**src/verilog/cssm_pkg.sv**
```systemverilog
`default_nettype none
package cssm_pkg;
   localparam int NPAR = 8;
   localparam int PW = 16;
   localparam int NUSER = 4;

   // register byte offsets
   localparam logic [11:0] REG_CACHE_CTRL = 12'h000;
   localparam logic [11:0] REG_RESET_CTRL = 12'h004;
   localparam logic [11:0] REG_STATUS = 12'h008;
   localparam logic [11:0] REG_SET_CTRL = 12'h00C;
   // parameter words at 0x040..0x05C, user set window at 0x100..0x17C
   localparam logic [6:0] PARAM_PAGE = 7'h02;
   localparam logic [4:0] USER_PAGE = 5'h02;

   // field positions
   localparam int CACHE_MODE_BIT = 0;
   localparam int RESET_BIT = 0;
   localparam int SET_SLOT_LSB = 0;
   localparam int SET_ACT_BIT = 8;
   localparam int SET_SAVE_BIT = 9;
   localparam int STAT_PERR_BIT = 0;
   localparam int STAT_CACHE_BIT = 1;
   localparam int STAT_PEND_BIT = 2;
   localparam int STAT_BOOT_BIT = 3;
   localparam int STAT_ERR_LSB = 4;
   localparam int STAT_LINK_LSB = 8;
   localparam int STAT_VALID_LSB = 12;

   localparam logic [2:0] SLOT_FACTORY = 3'h0;
   localparam logic [2:0] MAX_USER_SLOT = 3'h4;

   // parameter indices
   localparam int IDX_VIDEO_FMT = 0;
   localparam int IDX_EXP_MODE = 1;
   localparam int IDX_EXP_TIME = 2;
   localparam int IDX_FRAME_PERIOD = 3;
   localparam int IDX_ROC_COL = 4;
   localparam int IDX_ROC_WIDTH = 5;
   localparam int IDX_TEST_IMAGE = 6;
   localparam int IDX_GAIN = 7;
   localparam logic [NPAR-1:0] CACHED_MASK = 8'h7F;

   localparam logic [PW-1:0] SENSOR_COLS = 16'h0930;
   localparam logic [PW-1:0] PAR_FACTORY [NPAR] = '{16'h0000, 16'h0000, 16'h0064, 16'h03E8,
                                                    16'h0001, 16'h0930, 16'h0000, 16'h0000};
   localparam logic [PW-1:0] PAR_MIN [NPAR] = '{16'h0000, 16'h0000, 16'h0001, 16'h000A,
                                                16'h0001, 16'h0010, 16'h0000, 16'h0000};
   localparam logic [PW-1:0] PAR_MAX [NPAR] = '{16'h0003, 16'h0003, 16'hFDE8, 16'hFDE8,
                                                16'h0930, 16'h0930, 16'h0003, 16'h00FF};
   // low bits that must be zero above the minimum (increment)
   localparam logic [PW-1:0] PAR_INC_MASK [NPAR] = '{16'h0000, 16'h0000, 16'h0000, 16'h0000,
                                                     16'h0000, 16'h000F, 16'h0000, 16'h0000};

   // timing
   localparam int CLK_MHZ = 250;
   localparam int SELFTEST_PERIOD_US = 1000;
   localparam int SELFTEST_CYC = SELFTEST_PERIOD_US * CLK_MHZ;
   localparam int BLINK_HALF_MS = 250;
   localparam int BLINK_CYC = BLINK_HALF_MS * 1000 * CLK_MHZ;
   localparam logic [3:0] BOOT_WAIT_CYC = 4'h8;
   localparam logic [3:0] BLINK_ERR_MASK = 4'hF;

   typedef enum {ST_BOOT, ST_RUN} cssm_state_t;
endpackage
`default_nettype wire

```
**src/verilog/cssm_top.sv**
```systemverilog
// Operation
// - first power-up loads the factory set
// - later boots reload the last activated set; a power-up here boots the factory set, as the valid flags clear
// - no activated set means factory set
// - activation loads set and records boot link
// - cache on holds cached writes pending
// - cache off commits all after frame end
// - only imaging parameters are cached
// - other parameters apply at once
// - cache mode field switches caching
// - failing changes discarded, old value kept
// - range, value or dependency conflicts fail
// - parameter error bit in status field
// - reset field reboots like a power cycle but keeps user sets and boot link
// - periodic self checks, codes, LED blink
// - user sets move by bulk transfer
`timescale 1ns/1ps
`default_nettype none
module cssm_top
   import cssm_pkg::*;
#(
   parameter int SELFTEST_CYCLES = SELFTEST_CYC,
   parameter int BLINK_CYCLES = BLINK_CYC
) (
   input wire logic i_sys_clk,
   input wire logic i_rst,
   input wire logic i_psel,
   input wire logic i_penable,
   input wire logic i_pwrite,
   input wire logic [11:0] i_paddr,
   input wire logic [31:0] i_pwdata,
   output logic [31:0] o_prdata,
   output logic o_pready,
   output logic o_pslverr,
   input wire logic i_frame_done,
   input wire logic [3:0] i_fault,
   input wire logic [2:0] i_nv_link,
   input wire logic i_nv_first_boot,
   output logic [NPAR*PW-1:0] o_work_set,
   output logic [2:0] o_nv_link,
   output logic o_nv_link_we,
   output logic o_soft_rst,
   output logic o_status_led
);
   localparam int STW = $clog2(SELFTEST_CYCLES + 1);
   localparam int BLW = $clog2(BLINK_CYCLES + 1);

   // apb slave
   logic pready_r, pready_nxt;
   logic pslverr_r, pslverr_nxt;
   logic [31:0] prdata_r, prdata_nxt;
   logic [31:0] rd_mux;
   logic acc;
   logic fire;
   logic wr;
   logic aligned;
   logic hit_cache;
   logic hit_reset;
   logic hit_status;
   logic hit_set;
   logic hit_param;
   logic hit_user;
   logic addr_hit;

   // state
   cssm_state_t st_r, st_nxt;
   logic [3:0] boot_cnt_r, boot_cnt_nxt;
   logic running;
   logic load_go;
   logic from_pins_r;
   logic [2:0] link_r, link_nxt;
   logic [3:0] user_valid_r, user_valid_nxt;
   logic cache_on_r, cache_on_nxt;
   logic pend_r, pend_nxt;
   logic perr_r, perr_nxt;
   logic nv_we_r;
   logic soft_rst_r;

   logic [NPAR-1:0][PW-1:0] work_r, work_nxt;
   logic [NPAR-1:0][PW-1:0] shadow_r, shadow_nxt;
   logic [NPAR-1:0][PW-1:0] src_set;
   logic [PW-1:0] user_r [NUSER][NPAR];

   // pin synchronisers and self check
   logic [7:0] pin_raw;
   logic [7:0] pin_s1_r;
   logic [7:0] pin_s2_r;
   logic [7:0] pin_s3_r;
   logic [7:0] pin_f_r;
   logic [7:0] pin_f_nxt;
   logic [3:0] fault_f;
   logic [2:0] nv_link_f;
   logic nv_first_f;
   logic [STW-1:0] st_cnt_r, st_cnt_nxt;
   logic st_tick;
   logic [3:0] err_code_r;
   logic [BLW-1:0] blink_cnt_r, blink_cnt_nxt;
   logic blink_r;
   logic led_r;
   logic led_nxt;

   // access decode
   assign acc = i_psel & i_penable;
   assign fire = acc & pready_r;
   assign aligned = i_paddr[1:0] == 2'b00;
   assign hit_cache = i_paddr == REG_CACHE_CTRL;
   assign hit_reset = i_paddr == REG_RESET_CTRL;
   assign hit_status = i_paddr == REG_STATUS;
   assign hit_set = i_paddr == REG_SET_CTRL;
   assign hit_param = aligned & (i_paddr[11:5] == PARAM_PAGE);
   assign hit_user = aligned & (i_paddr[11:7] == USER_PAGE);
   assign addr_hit = hit_cache | hit_reset | hit_status | hit_set | hit_param | hit_user;
   assign wr = fire & i_pwrite & addr_hit;
   assign running = st_r == ST_RUN;

   // parameter write path
   logic [2:0] pw_idx;
   logic [PW-1:0] pw_val;
   logic chk_ok;
   logic par_wr;
   logic par_ok;
   logic par_bad;
   assign pw_idx = i_paddr[4:2];
   assign pw_val = i_pwdata[PW-1:0];
   assign par_wr = wr & hit_param & running;

   cssm_param_check u_check (
      .i_idx(pw_idx),
      .i_val(pw_val),
      .i_view(shadow_r),
      .o_ok(chk_ok)
   );

   assign par_ok = par_wr & chk_ok;
   assign par_bad = par_wr & ~chk_ok;

   // set save / activate
   logic set_wr;
   logic [2:0] slot;
   logic [1:0] sl_idx;
   logic slot_user;
   logic save_go;
   logic act_go;
   logic ld;
   logic [2:0] boot_link;
   logic [1:0] boot_idx;
   logic [2:0] boot_slot;
   logic [2:0] load_slot;
   logic [1:0] load_idx;
   logic up_go;
   logic [1:0] up_slot;
   logic rst_wr;
   logic commit_go;
   logic hold;
   assign set_wr = wr & hit_set & running;
   assign slot = i_pwdata[SET_SLOT_LSB +: 3];
   assign sl_idx = 2'(slot - 3'h1);
   assign slot_user = (slot != SLOT_FACTORY) && (slot <= MAX_USER_SLOT);
   assign save_go = set_wr & i_pwdata[SET_SAVE_BIT] & slot_user;
   assign act_go = set_wr & i_pwdata[SET_ACT_BIT] & ~i_pwdata[SET_SAVE_BIT]
                 & ((slot == SLOT_FACTORY) | (slot_user & user_valid_r[sl_idx]));
   assign up_go = wr & hit_user & running;
   assign up_slot = i_paddr[6:5];
   assign rst_wr = wr & hit_reset & i_pwdata[RESET_BIT];

   // boot source: factory on first boot or without a usable link
   assign boot_link = from_pins_r ? nv_link_f : link_r;
   assign boot_idx = 2'(boot_link - 3'h1);
   assign boot_slot = ((from_pins_r & nv_first_f) | (boot_link == SLOT_FACTORY)
                      | (boot_link > MAX_USER_SLOT) | ~user_valid_r[boot_idx])
                      ? SLOT_FACTORY : boot_link;
   assign load_go = (st_r == ST_BOOT) && (boot_cnt_r == BOOT_WAIT_CYC - 4'h1);
   assign ld = load_go | act_go;
   assign load_slot = load_go ? boot_slot : slot;
   assign load_idx = 2'(load_slot - 3'h1);

   // cache control
   assign hold = cache_on_r | pend_r;
   assign commit_go = pend_r & i_frame_done & ~cache_on_r & running;

   genvar gi;
   generate
      for (gi = 0; gi < NPAR; gi++) begin : g_par
         logic wsel;
         assign wsel = par_ok & (pw_idx == 3'(gi));
         assign src_set[gi] = (load_slot == SLOT_FACTORY) ? PAR_FACTORY[gi] : user_r[load_idx][gi];
         assign shadow_nxt[gi] = ld ? src_set[gi] : wsel ? pw_val : shadow_r[gi];
         assign work_nxt[gi] = ld ? src_set[gi]
                             : (commit_go & CACHED_MASK[gi]) ? shadow_nxt[gi]
                             : (wsel & ~(CACHED_MASK[gi] & hold)) ? pw_val
                             : work_r[gi];
      end
   endgenerate

   assign cache_on_nxt = rst_wr ? 1'b0 : (wr & hit_cache) ? i_pwdata[CACHE_MODE_BIT] : cache_on_r;
   // a commit still goes ahead when caching is re-enabled in the same cycle
   assign pend_nxt = rst_wr ? 1'b0
                   : (wr & hit_cache & cache_on_r & ~i_pwdata[CACHE_MODE_BIT]) | (pend_r & ~commit_go);
   assign perr_nxt = rst_wr ? 1'b0 : par_bad | (perr_r & ~(par_ok | ld));
   assign link_nxt = ld ? load_slot : link_r;
   assign user_valid_nxt = user_valid_r | ({3'h0, save_go} << sl_idx) | ({3'h0, up_go} << up_slot);
   assign st_nxt = rst_wr ? ST_BOOT : load_go ? ST_RUN : st_r;
   assign boot_cnt_nxt = rst_wr ? 4'h0 : (st_r == ST_BOOT) ? boot_cnt_r + 4'h1 : boot_cnt_r;

   // read mux
   logic [31:0] stat_word;
   logic [PW-1:0] user_rd;
   assign stat_word = {16'h0000, user_valid_r, 1'b0, link_r, err_code_r, ~running, pend_r, cache_on_r, perr_r};
   assign user_rd = user_valid_r[up_slot] ? user_r[up_slot][pw_idx] : 16'h0000;
   assign rd_mux = hit_cache ? {31'h00000000, cache_on_r}
                 : hit_status ? stat_word
                 : hit_set ? {29'h00000000, link_r}
                 : hit_param ? {16'h0000, shadow_r[pw_idx]}
                 : hit_user ? {16'h0000, user_rd}
                 : 32'h00000000;
   assign pready_nxt = acc & ~pready_r;
   assign pslverr_nxt = acc & ~pready_r & ~addr_hit;
   assign prdata_nxt = (acc & ~pready_r) ? rd_mux : prdata_r;

   always_ff @(posedge i_sys_clk or posedge i_rst) begin
      if (i_rst) begin
         pready_r <= 1'b0;
         pslverr_r <= 1'b0;
         prdata_r <= 32'h00000000;
      end else begin
         pready_r <= pready_nxt;
         pslverr_r <= pslverr_nxt;
         prdata_r <= prdata_nxt;
      end
   end

   always_ff @(posedge i_sys_clk or posedge i_rst) begin
      if (i_rst) begin
         st_r <= ST_BOOT;
         boot_cnt_r <= 4'h0;
         from_pins_r <= 1'b1;
         link_r <= SLOT_FACTORY;
         user_valid_r <= 4'h0;
         cache_on_r <= 1'b0;
         pend_r <= 1'b0;
         perr_r <= 1'b0;
         nv_we_r <= 1'b0;
         soft_rst_r <= 1'b0;
      end else begin
         st_r <= st_nxt;
         boot_cnt_r <= boot_cnt_nxt;
         from_pins_r <= from_pins_r & ~load_go;
         link_r <= link_nxt;
         user_valid_r <= user_valid_nxt;
         cache_on_r <= cache_on_nxt;
         pend_r <= pend_nxt;
         perr_r <= perr_nxt;
         nv_we_r <= act_go;
         soft_rst_r <= rst_wr;
      end
   end

   always_ff @(posedge i_sys_clk or posedge i_rst) begin
      if (i_rst) begin
         for (int k = 0; k < NPAR; k++) begin
            work_r[k] <= PAR_FACTORY[k];
            shadow_r[k] <= PAR_FACTORY[k];
         end
      end else begin
         work_r <= work_nxt;
         shadow_r <= shadow_nxt;
      end
   end

   // user set store, survives soft reset
   always_ff @(posedge i_sys_clk) begin
      for (int k = 0; k < NPAR; k++) begin
         if (save_go) begin
            user_r[sl_idx][k] <= work_r[k];
         end else if (up_go && (pw_idx == 3'(k))) begin
            user_r[up_slot][k] <= pw_val;
         end
      end
   end

   // pins: three stages, accepted once stages two and three agree
   assign pin_raw = {i_nv_first_boot, i_nv_link, i_fault};
   assign pin_f_nxt = (pin_s2_r & pin_s3_r) | (pin_f_r & (pin_s2_r | pin_s3_r));
   assign fault_f = pin_f_r[3:0];
   assign nv_link_f = pin_f_r[6:4];
   assign nv_first_f = pin_f_r[7];

   always_ff @(posedge i_sys_clk or posedge i_rst) begin
      if (i_rst) begin
         pin_s1_r <= 8'h00;
         pin_s2_r <= 8'h00;
         pin_s3_r <= 8'h00;
         pin_f_r <= 8'h00;
      end else begin
         pin_s1_r <= pin_raw;
         pin_s2_r <= pin_s1_r;
         pin_s3_r <= pin_s2_r;
         pin_f_r <= pin_f_nxt;
      end
   end

   // periodic self check and status indicator
   assign st_tick = st_cnt_r == STW'(SELFTEST_CYCLES - 1);
   assign st_cnt_nxt = st_tick ? '0 : st_cnt_r + STW'(1);
   assign blink_cnt_nxt = (blink_cnt_r == BLW'(BLINK_CYCLES - 1)) ? '0 : blink_cnt_r + BLW'(1);
   assign led_nxt = ((err_code_r & BLINK_ERR_MASK) != 4'h0) ? blink_r : 1'b1;

   always_ff @(posedge i_sys_clk or posedge i_rst) begin
      if (i_rst) begin
         st_cnt_r <= '0;
         err_code_r <= 4'h0;
         blink_cnt_r <= '0;
         blink_r <= 1'b0;
         led_r <= 1'b0;
      end else begin
         st_cnt_r <= st_cnt_nxt;
         err_code_r <= st_tick ? fault_f : err_code_r;
         blink_cnt_r <= blink_cnt_nxt;
         blink_r <= blink_r ^ (blink_cnt_r == BLW'(BLINK_CYCLES - 1));
         led_r <= led_nxt;
      end
   end

   assign o_prdata = prdata_r;
   assign o_pready = pready_r;
   assign o_pslverr = pslverr_r;
   assign o_work_set = work_r;
   assign o_nv_link = link_r;
   assign o_nv_link_we = nv_we_r;
   assign o_soft_rst = soft_rst_r;
   assign o_status_led = led_r;
endmodule // cssm_top
`default_nettype wire

```
**src/verilog/cssm_param_check.sv**
```systemverilog
`timescale 1ns/1ps
`default_nettype none
module cssm_param_check
   import cssm_pkg::*;
(
   input wire logic [2:0] i_idx,
   input wire logic [PW-1:0] i_val,
   input wire logic [NPAR*PW-1:0] i_view,
   output logic o_ok
);
   logic [PW-1:0] mn;
   logic [PW-1:0] mx;
   logic [PW-1:0] off;
   logic [PW-1:0] col;
   logic [PW-1:0] wid;
   logic [PW-1:0] etm;
   logic [PW-1:0] per;
   logic range_ok;
   logic inc_ok;
   logic roc_ok;
   logic exp_ok;

   assign mn = PAR_MIN[i_idx];
   assign mx = PAR_MAX[i_idx];
   assign off = i_val - mn;
   assign range_ok = (i_val >= mn) && (i_val <= mx);
   assign inc_ok = (off & PAR_INC_MASK[i_idx]) == 16'h0000;
   // candidate combination with the new value substituted
   assign col = (i_idx == 3'(IDX_ROC_COL)) ? i_val : i_view[IDX_ROC_COL*PW +: PW];
   assign wid = (i_idx == 3'(IDX_ROC_WIDTH)) ? i_val : i_view[IDX_ROC_WIDTH*PW +: PW];
   assign etm = (i_idx == 3'(IDX_EXP_TIME)) ? i_val : i_view[IDX_EXP_TIME*PW +: PW];
   assign per = (i_idx == 3'(IDX_FRAME_PERIOD)) ? i_val : i_view[IDX_FRAME_PERIOD*PW +: PW];
   assign roc_ok = ({1'b0, col} + {1'b0, wid}) <= ({1'b0, SENSOR_COLS} + 17'h00001);
   assign exp_ok = etm <= per;
   assign o_ok = range_ok & inc_ok & roc_ok & exp_ok;
endmodule // cssm_param_check
`default_nettype wire

```
**config.mk**
```make
export PLATFORM = sky130hd
export DESIGN_NAME = cssm_top
export DESIGN_NICKNAME = d
export VERILOG_FILES = /design/src/verilog/cssm_pkg.sv /design/src/verilog/cssm_top.sv /design/src/verilog/cssm_param_check.sv
export SDC_FILE = /design/constraint.sdc
export NUM_CORES = 2
export LEC_CHECK = 0
export BUFFER_PORTS_ARGS = -buffer_cell sky130_fd_sc_hd__clkbuf_2
export CAP_MARGIN = 20
export CORE_MARGIN = 10
export CORE_UTILIZATION = 49
export CTS_CLUSTER_SIZE = 20
export DETAILED_ROUTE_END_ITERATION = 12
export PLACE_DENSITY = 0.66
export SYNTH_ARGS = -nofsm -noshare
export SYNTH_HDL_FRONTEND = slang
export SYNTH_SLANG_ARGS = --single-unit
```
**constraint.sdc**
```tcl
create_clock -name i_sys_clk -period 13.6 [get_ports i_sys_clk]
set_input_delay 2.04 -clock i_sys_clk [delete_from_list [all_inputs] [get_ports i_sys_clk]]
set_output_delay 2.04 -clock i_sys_clk [all_outputs]
set_load 0.05 [all_outputs]
```
=== Word-level counts from Yosys, hierarchy flattened ===
Memories as Yosys holds them, arrays and structs flattened.
Index checks and enable logic that the tools add are counted.

* Order comparisons: 11
* Reduce and logical (&&, ||, !) cells: 33
* Add/subtract/negate cells: 8
* Equal/unequal tests: 16
* $mul: 0
* Div/mod/pow operators: 0
* Bitwise logic cells: 87
* Shifts and indexed selects: 2
* Muxes and demuxes: 115

{| class="wikitable"
|+ Operators by type and width
! cell !! count
|-
| $mux 16 || 64
|-
| $mux 128 || 1
|-
| $reduce_or 128->1 || 1
|-
| $bmux 16 s3 || 2
|-
| $mux 32 || 2
|-
| $and 1x1->1 || 52
|-
| $mux 1 || 34
|-
| $eq 32x2->1 const B || 1
|-
| $le 16x16->1 || 2
|-
| $logic_not 32->1 || 1
|-
| $add 26x1->26 const B || 1
|-
| $eq 26x26->1 const B || 1
|-
| $mux 26 || 1
|-
| $eq 12x4->1 const B || 2
|-
| $reduce_bool 3->1 || 8
|-
| $add 18x1->18 const B || 1
|-
| $eq 18x18->1 const B || 1
|-
| $mux 18 || 1
|-
| $add 16x16->17 || 1
|-
| $le 17x12->1 const B || 1
|-
| $and 16x16->16 || 1
|-
| $and 8x8->8 || 2
|-
| $ge 16x16->1 || 1
|-
| $logic_not 16->1 || 1
|-
| 33 further kinds || 89
|}

* Latch bits: 0
* RAM bits: 512
* Flip-flop bits (word level): 405
* ROM bits: 384
* Memories: 4
* Output and inout bits: 168

{| class="wikitable"
|+ Memories
! memory !! words !! bits a word !! read ports !! clocked after memory_dff !! write ports !! RTL line !! RTL
|-
| user_r || 4 || 128 || 2 || 0 || 1 || cssm_top.sv:82 || <nowiki>logic [PW-1:0] user_r [NUSER][NPAR];</nowiki>
|-
| (name not given) || 8 || 16 || 1 || 0 || 0 || cssm_param_check.sv:23 || <nowiki>assign mn = PAR_MIN[i_idx];</nowiki>
|-
| (name not given) || 8 || 16 || 1 || 0 || 0 || cssm_param_check.sv:24 || <nowiki>assign mx = PAR_MAX[i_idx];</nowiki>
|-
| (name not given) || 8 || 16 || 1 || 0 || 0 || cssm_param_check.sv:27 || <nowiki>assign inc_ok = (off & PAR_INC_MASK[i_idx]) == 16'h0000;</nowiki>
|}

=== Logic depth before layout (Yosys ltp) ===
* Depth after elaboration: 18
* Depth in mapped cells: 23

=== By module ===
Synthesis repeated with hierarchy kept, for this count alone.

* Cells, all modules: 3224
* Area, all modules: 44644.1 um^2

{| class="wikitable"
|+ Modules (own cells, without submodules)
! module !! times used !! cells each !! area an instance (um^2) !! sequential area each (um^2)
|-
| cssm_top || 1 || 2936 || 42199.2 || 24369.6
|-
| cssm_param_check || 1 || 288 || 2444.8 || 0.0
|}

=== Least setup slack after synthesis ===
Ideal clock, no wire load.

* Path kind: input to register
* Start: in i_paddr[4]
* End: reg work_r, in the netlist o_work_set[73]
* Path slack: 6.904 ns
* Stages: 20
* Path buffers: 5
* Setup time: 0.123 ns
* Data required time: 13.477 ns
* Data arrival time: 6.574 ns
* Path through: clkbuf_1 > clkinv_1 > nor3_1 > clkbuf_1 > nand2_1 > nand2_1 > ha_1 > and3_1 > a221oi_2 > o21bai_1 > o21ba_1 > o311a_1 > or4_1 > buf_4 > or2_0 > buf_6 > o31ai_4 > buf_6 > nand3_1 > o221a_2

* Cells in the longest elaborated chain, start to end: 16
* Elaborated cells between the ends (all ways): 56

{| class="wikitable"
|+ Ends and longest elaborated chain
! item !! RTL line !! RTL
|-
| from (decl) || cssm_top.sv:30 || <nowiki>input wire logic [11:0] i_paddr,</nowiki>
|-
| $not 3->4 (implied by the code) (tied with other cells) || cssm_param_check.sv:23, cssm_param_check.sv:24, cssm_param_check.sv:27 ||
|-
| $mem_v2 8x16 / $or 1x1->1 (equally long branches) || n/a ||
|-
| $mux 16 (implied by the code) / $or 1x1->1 (equally long branches) (2 in a row) || cssm_param_check.sv:23, cssm_top.sv:112 ||
|-
| $sub 16x16->16 / $or 1x1->1 (equally long branches) || cssm_param_check.sv:25, cssm_top.sv:112 ||
|-
| $and 16x16->16 / $or 1x1->1 (equally long branches) || cssm_param_check.sv:27, cssm_top.sv:112 ||
|-
| $logic_not 16->1 / $and 1x1->1 (equally long branches) || cssm_param_check.sv:27, cssm_top.sv:113 ||
|-
| $and 1x1->1 (on tied branches) (2 in a row) || cssm_param_check.sv:35, cssm_top.sv:155 ||
|-
| $and 1x1->1 (on tied branches) || cssm_param_check.sv:35, cssm_top.sv:160 ||
|-
| $and 1x1->1 (on tied branches) || cssm_top.sv:134, cssm_top.sv:160 ||
|-
| $and 1x1->1 (on tied branches) || cssm_top.sv:185, cssm_top.sv:161 ||
|-
| $mux 16 / $or 1x1->1 (equally long branches) || cssm_top.sv:187, cssm_top.sv:173 ||
|-
| $mux 16 || cssm_top.sv:187 || <nowiki>assign shadow_nxt[gi] = ld ? src_set[gi] : wsel ? pw_val : shadow_r[gi];</nowiki>
|-
| $mux 16 || cssm_top.sv:189 || <nowiki>: (commit_go & CACHED_MASK[gi]) ? shadow_nxt[gi]</nowiki>
|-
| $mux 16 || cssm_top.sv:188 || <nowiki>assign work_nxt[gi] = ld ? src_set[gi]</nowiki>
|-
| to (signal, indexed assignment) || cssm_top.sv:261 || <nowiki>work_r[k] <= PAR_FACTORY[k];</nowiki>
|-
| to (signal assigned) || cssm_top.sv:265 || <nowiki>work_r <= work_nxt;</nowiki>
|-
| to (decl) || cssm_top.sv:79 || <nowiki>logic [NPAR-1:0][PW-1:0] work_r, work_nxt;</nowiki>
|}

Several ways; a longest one is shown, not always the timed one. The select of a mux whose other input is x is not followed.
A chain may end at the register's enable or synchronous reset.

=== Final worst setup path ===
* Start: in i_paddr[3]
* End: reg work_r, in the netlist o_work_set[53]

The elaborated chain is that of the path after synthesis.

==> results_dict.tcl <==
set metrics [dict create \
    seq_area_um2 24400 \
    worst_pin_slew_ns 1.25 \
    fin_crit_ns 8.47 \
    powerDensity_nw_per_um2 126 \
    drive_gt1_share_pct 27.7 \
    cts-resized-gates 0 \
    hold_path_depth 0 \
    top_usage_layer "met2" \
    rows 110 \
    synth_edf_count 512 \
    hold_buffers 0 \
    met3_usage_pct 12.0 \
    p_total_mw 6.23 \
    clockRootBuffer "clkbuf_16" \
    htree_num_levels 3 \
    gp_congestion 0.997 \
    r2r_end "o_work_set[65]" \
    drv_cap 0 \
    die_h_um 320 \
    power_leakage_nw 20.6 \
    grt_pass1_vias 30700 \
    yosysSeqAreaShare_pct 55.2 \
    maxSlewViolCount 0 \
    post_cts_buffers 0 \
    die_w_um 320 \
    yosys_warnings 0 \
    drcViolationCount 0 \
    fmax_mhz 118 \
    hp-start "pin_s1_r[0]" \
    use_met2_pct 44.0 \
    cp.arrival_ns 9.06 \
    synth.ff_latch_count 870 \
    ant_nets 0 \
    whs_ns 0.346 \
    area.growth.synth_to_final_pct 12.1 \
    ios 226 \
    synth_area_leaders "edfxtp_1 (35%), dfrtp_1 (19%), mux4_2 (16%), nand2_1 (3.8%), o221a_2 (2.4%)" \
    timing.final.crit_share_pct 62.3 \
    crit_required_ns 14.18 \
    outcome "complete, no violations" \
    muxShareOfSynthArea_pct 18.3 \
    portBuffers 193 \
    async_flop_share_pct 41.1 \
    hpwl_um 105000 \
    num_antenna_cells 0 \
    yosys.area.top_type "edfxtp_1" \
    wirelength_um 162000 \
    tritoncts "built" \
    synth-main-ff-cell "edfxtp_1" \
    clock-sinks 870 \
    synth_compound_area_share_pct 10.5 \
    path_class "input pin to flop" \
    synth_xor_area_share_pct 1.01 \
    fillCellCount 7280 \
    ir_drop_v 0.0000874 \
    yosys.area_share.simple_pct 9.67 \
    multiInputGateArea_um2 18600 \
    crit_path_max_fanout 42 \
    cts_buffer_depth 3 \
    clkLatencyLatePin_ns 0.67 \
    whs_endpoint "pin_s2_r[0]" \
    grt_max_degree 107 \
    rsz0062_at_grt "no" \
    end_kind "flop" \
    use_met1_pct 40.7 \
    cts_inserted_buffers 91 \
    relSlewSlack_pct 16.4 \
    dieArea_um2 102000 \
    setup_viol 0 \
    yosysMostFrequentCell "edfxtp_1" \
    synth.distinct_cells 80 \
    clk_pin_slew_worst_paths_ns 0.06 \
    avgSynthCellArea_um2 13.5 \
    vias_per_cell 6.96 \
    start_util_pct 49.2 \
    timing.rr.start "from_pins_r" \
    synthAdderAreaFrac_pct 1.92 \
    gr-total-overflow 0 \
    yosysTopAreaCellShare_pct 34.8 \
    synth_top_family_by_area "multiplexers" \
    syn_area_um2 44100 \
    finalHoldViolCount 0 \
    r2r_setup_slack_ns 7.61 \
    worstSetupStartpointType "input pin" \
    r2r_cells 13 \
    drt_pass1_iterations 10 \
    drt_iter0_drc 5145 \
    wl_per_cell_um 35.0 \
    grt_antenna_before_repair 5 \
    via_count 32200 \
    grt_pass1_wl_um 230000 \
    synth_common_cells "edfxtp_1 (512), nand2_1 (449), dfrtp_1 (329)" \
    skew_ns 0.0258 \
    grtUsageTotal_pct 31.1 \
    fin_tns_setup_ns 0 \
    nNetsFinal 3494 \
    fp.coreArea_um2 89700 \
    hold_path_class "flop to flop" \
    synthCells 3266 \
]
[worst max-delay path by stage]
stage,start,endpoint,depth (start not counted)
floorplan,i_rst,blink_cnt_r[0],1
global placement,i_paddr[3],o_work_set[68],20
finish,i_paddr[3],o_work_set[53],20
global route,i_paddr[3],o_work_set[38],20
detailed placement,i_paddr[3],o_work_set[68],20
CTS,i_paddr[3],o_work_set[68],24
[metrics by stage]
step	instances	util (%)	setup WS [ns]	instance area, um2
after CTS	4629	55.1	5.42	49500
after global routing	4631	55.2	4.94	49500
after global placement	4456	51.6	4.76	46300
after floorplan	3281	-	1.67	44200
after detailed placement	4457	51.6	4.77	46300
final	4631	55.2	5.13	49500
[metal layers]
layer | part of all wire (%) | wire length (um)
met5 | 0.11 | 174
met4 | 6.3 | 10200
met3 | 15 | 24400
met2 | 42 | 68100
met1 | 36 | 59100
[state kept, by name, indices dropped and copies added (netlist names), 8 cells and up]
register,flops
blink_cnt_r,26
o_prdata,16
o_work_set,112
pin_f_r,8
pin_s1_r,8
pin_s2_r,8
pin_s3_r,8
shadow_r,128
st_cnt_r,18
user_r,512
[critical path, stage by stage]
cell,delay [ns]
buf_4,0.19
buf_4,0.36
nor2_1,0.63
nand2_1,0.71
o21ai_0,0.39
ha_1,0.21
inv_1,0.06
fa_1,0.48
nor2b_1,0.19
o2111ai_1,0.24
a21oi_1,0.38
a21oi_1,0.19
mux2i_1,0.15
or4_1,0.87
or2_0,0.57
buf_4,0.29
o31ai_4,0.21
buf_4,0.41
a22oi_1,0.17
o22ai_1,0.21
[layout by cell type (no fill, tap or decap), types with 16 or more instances in the layout]
| master | n |
|---|---|
| edfxtp_1 | 512 |
| nand2_1 | 448 |
| dfrtp_1 | 329 |
| mux4_2 | 319 |
| clkbuf_2 | 189 |
| nand3_1 | 182 |
| a21o_1 | 140 |
| nor2_1 | 136 |
| buf_4 | 100 |
| clkbuf_16 | 97 |
| o221a_2 | 94 |
| a21oi_1 | 76 |
| mux2i_1 | 76 |
| o21ai_0 | 67 |
| o211ai_1 | 66 |
| ha_1 | 57 |
| o21ai_1 | 34 |
| and3_1 | 34 |
| dfstp_2 | 29 |
| xor2_1 | 27 |
| inv_1 | 26 |
| a22oi_1 | 25 |
| xnor2_1 | 24 |
| nand4_1 | 19 |
| a31oi_1 | 19 |
| clkbuf_1 | 18 |
| nor2b_1 | 17 |
| nor2_4 | 17 |
| clkinv_2 | 17 |
| conb_1 | 16 |
[report_power, final]
group,internal [mW],switching (mW),total (mW)
clock,1.55,1.07,2.62
sequential,2.87,0.0685,2.94
combinational,0.194,0.467,0.662
[kinds of logic after synthesis]
family,count (synthesis)
xor+xnor,51
flops,870
buf+inv,322
other cells,1
mux,408
fa+ha+maj,68
simple gates,939
compound gates,607
[final cells by class]
cell class / count / area share [%]
well taps: 1176 / 2.97
inverters: 30 / 0.243
flip-flops and latches: 870 / 49.2
multi-input cells: 2089 / 37.6
repair buffers: 294 / 3.57
clock buffers: 128 / 5.40
clock inverters: 44 / 1.01
(Power assumes the default switching activity.)
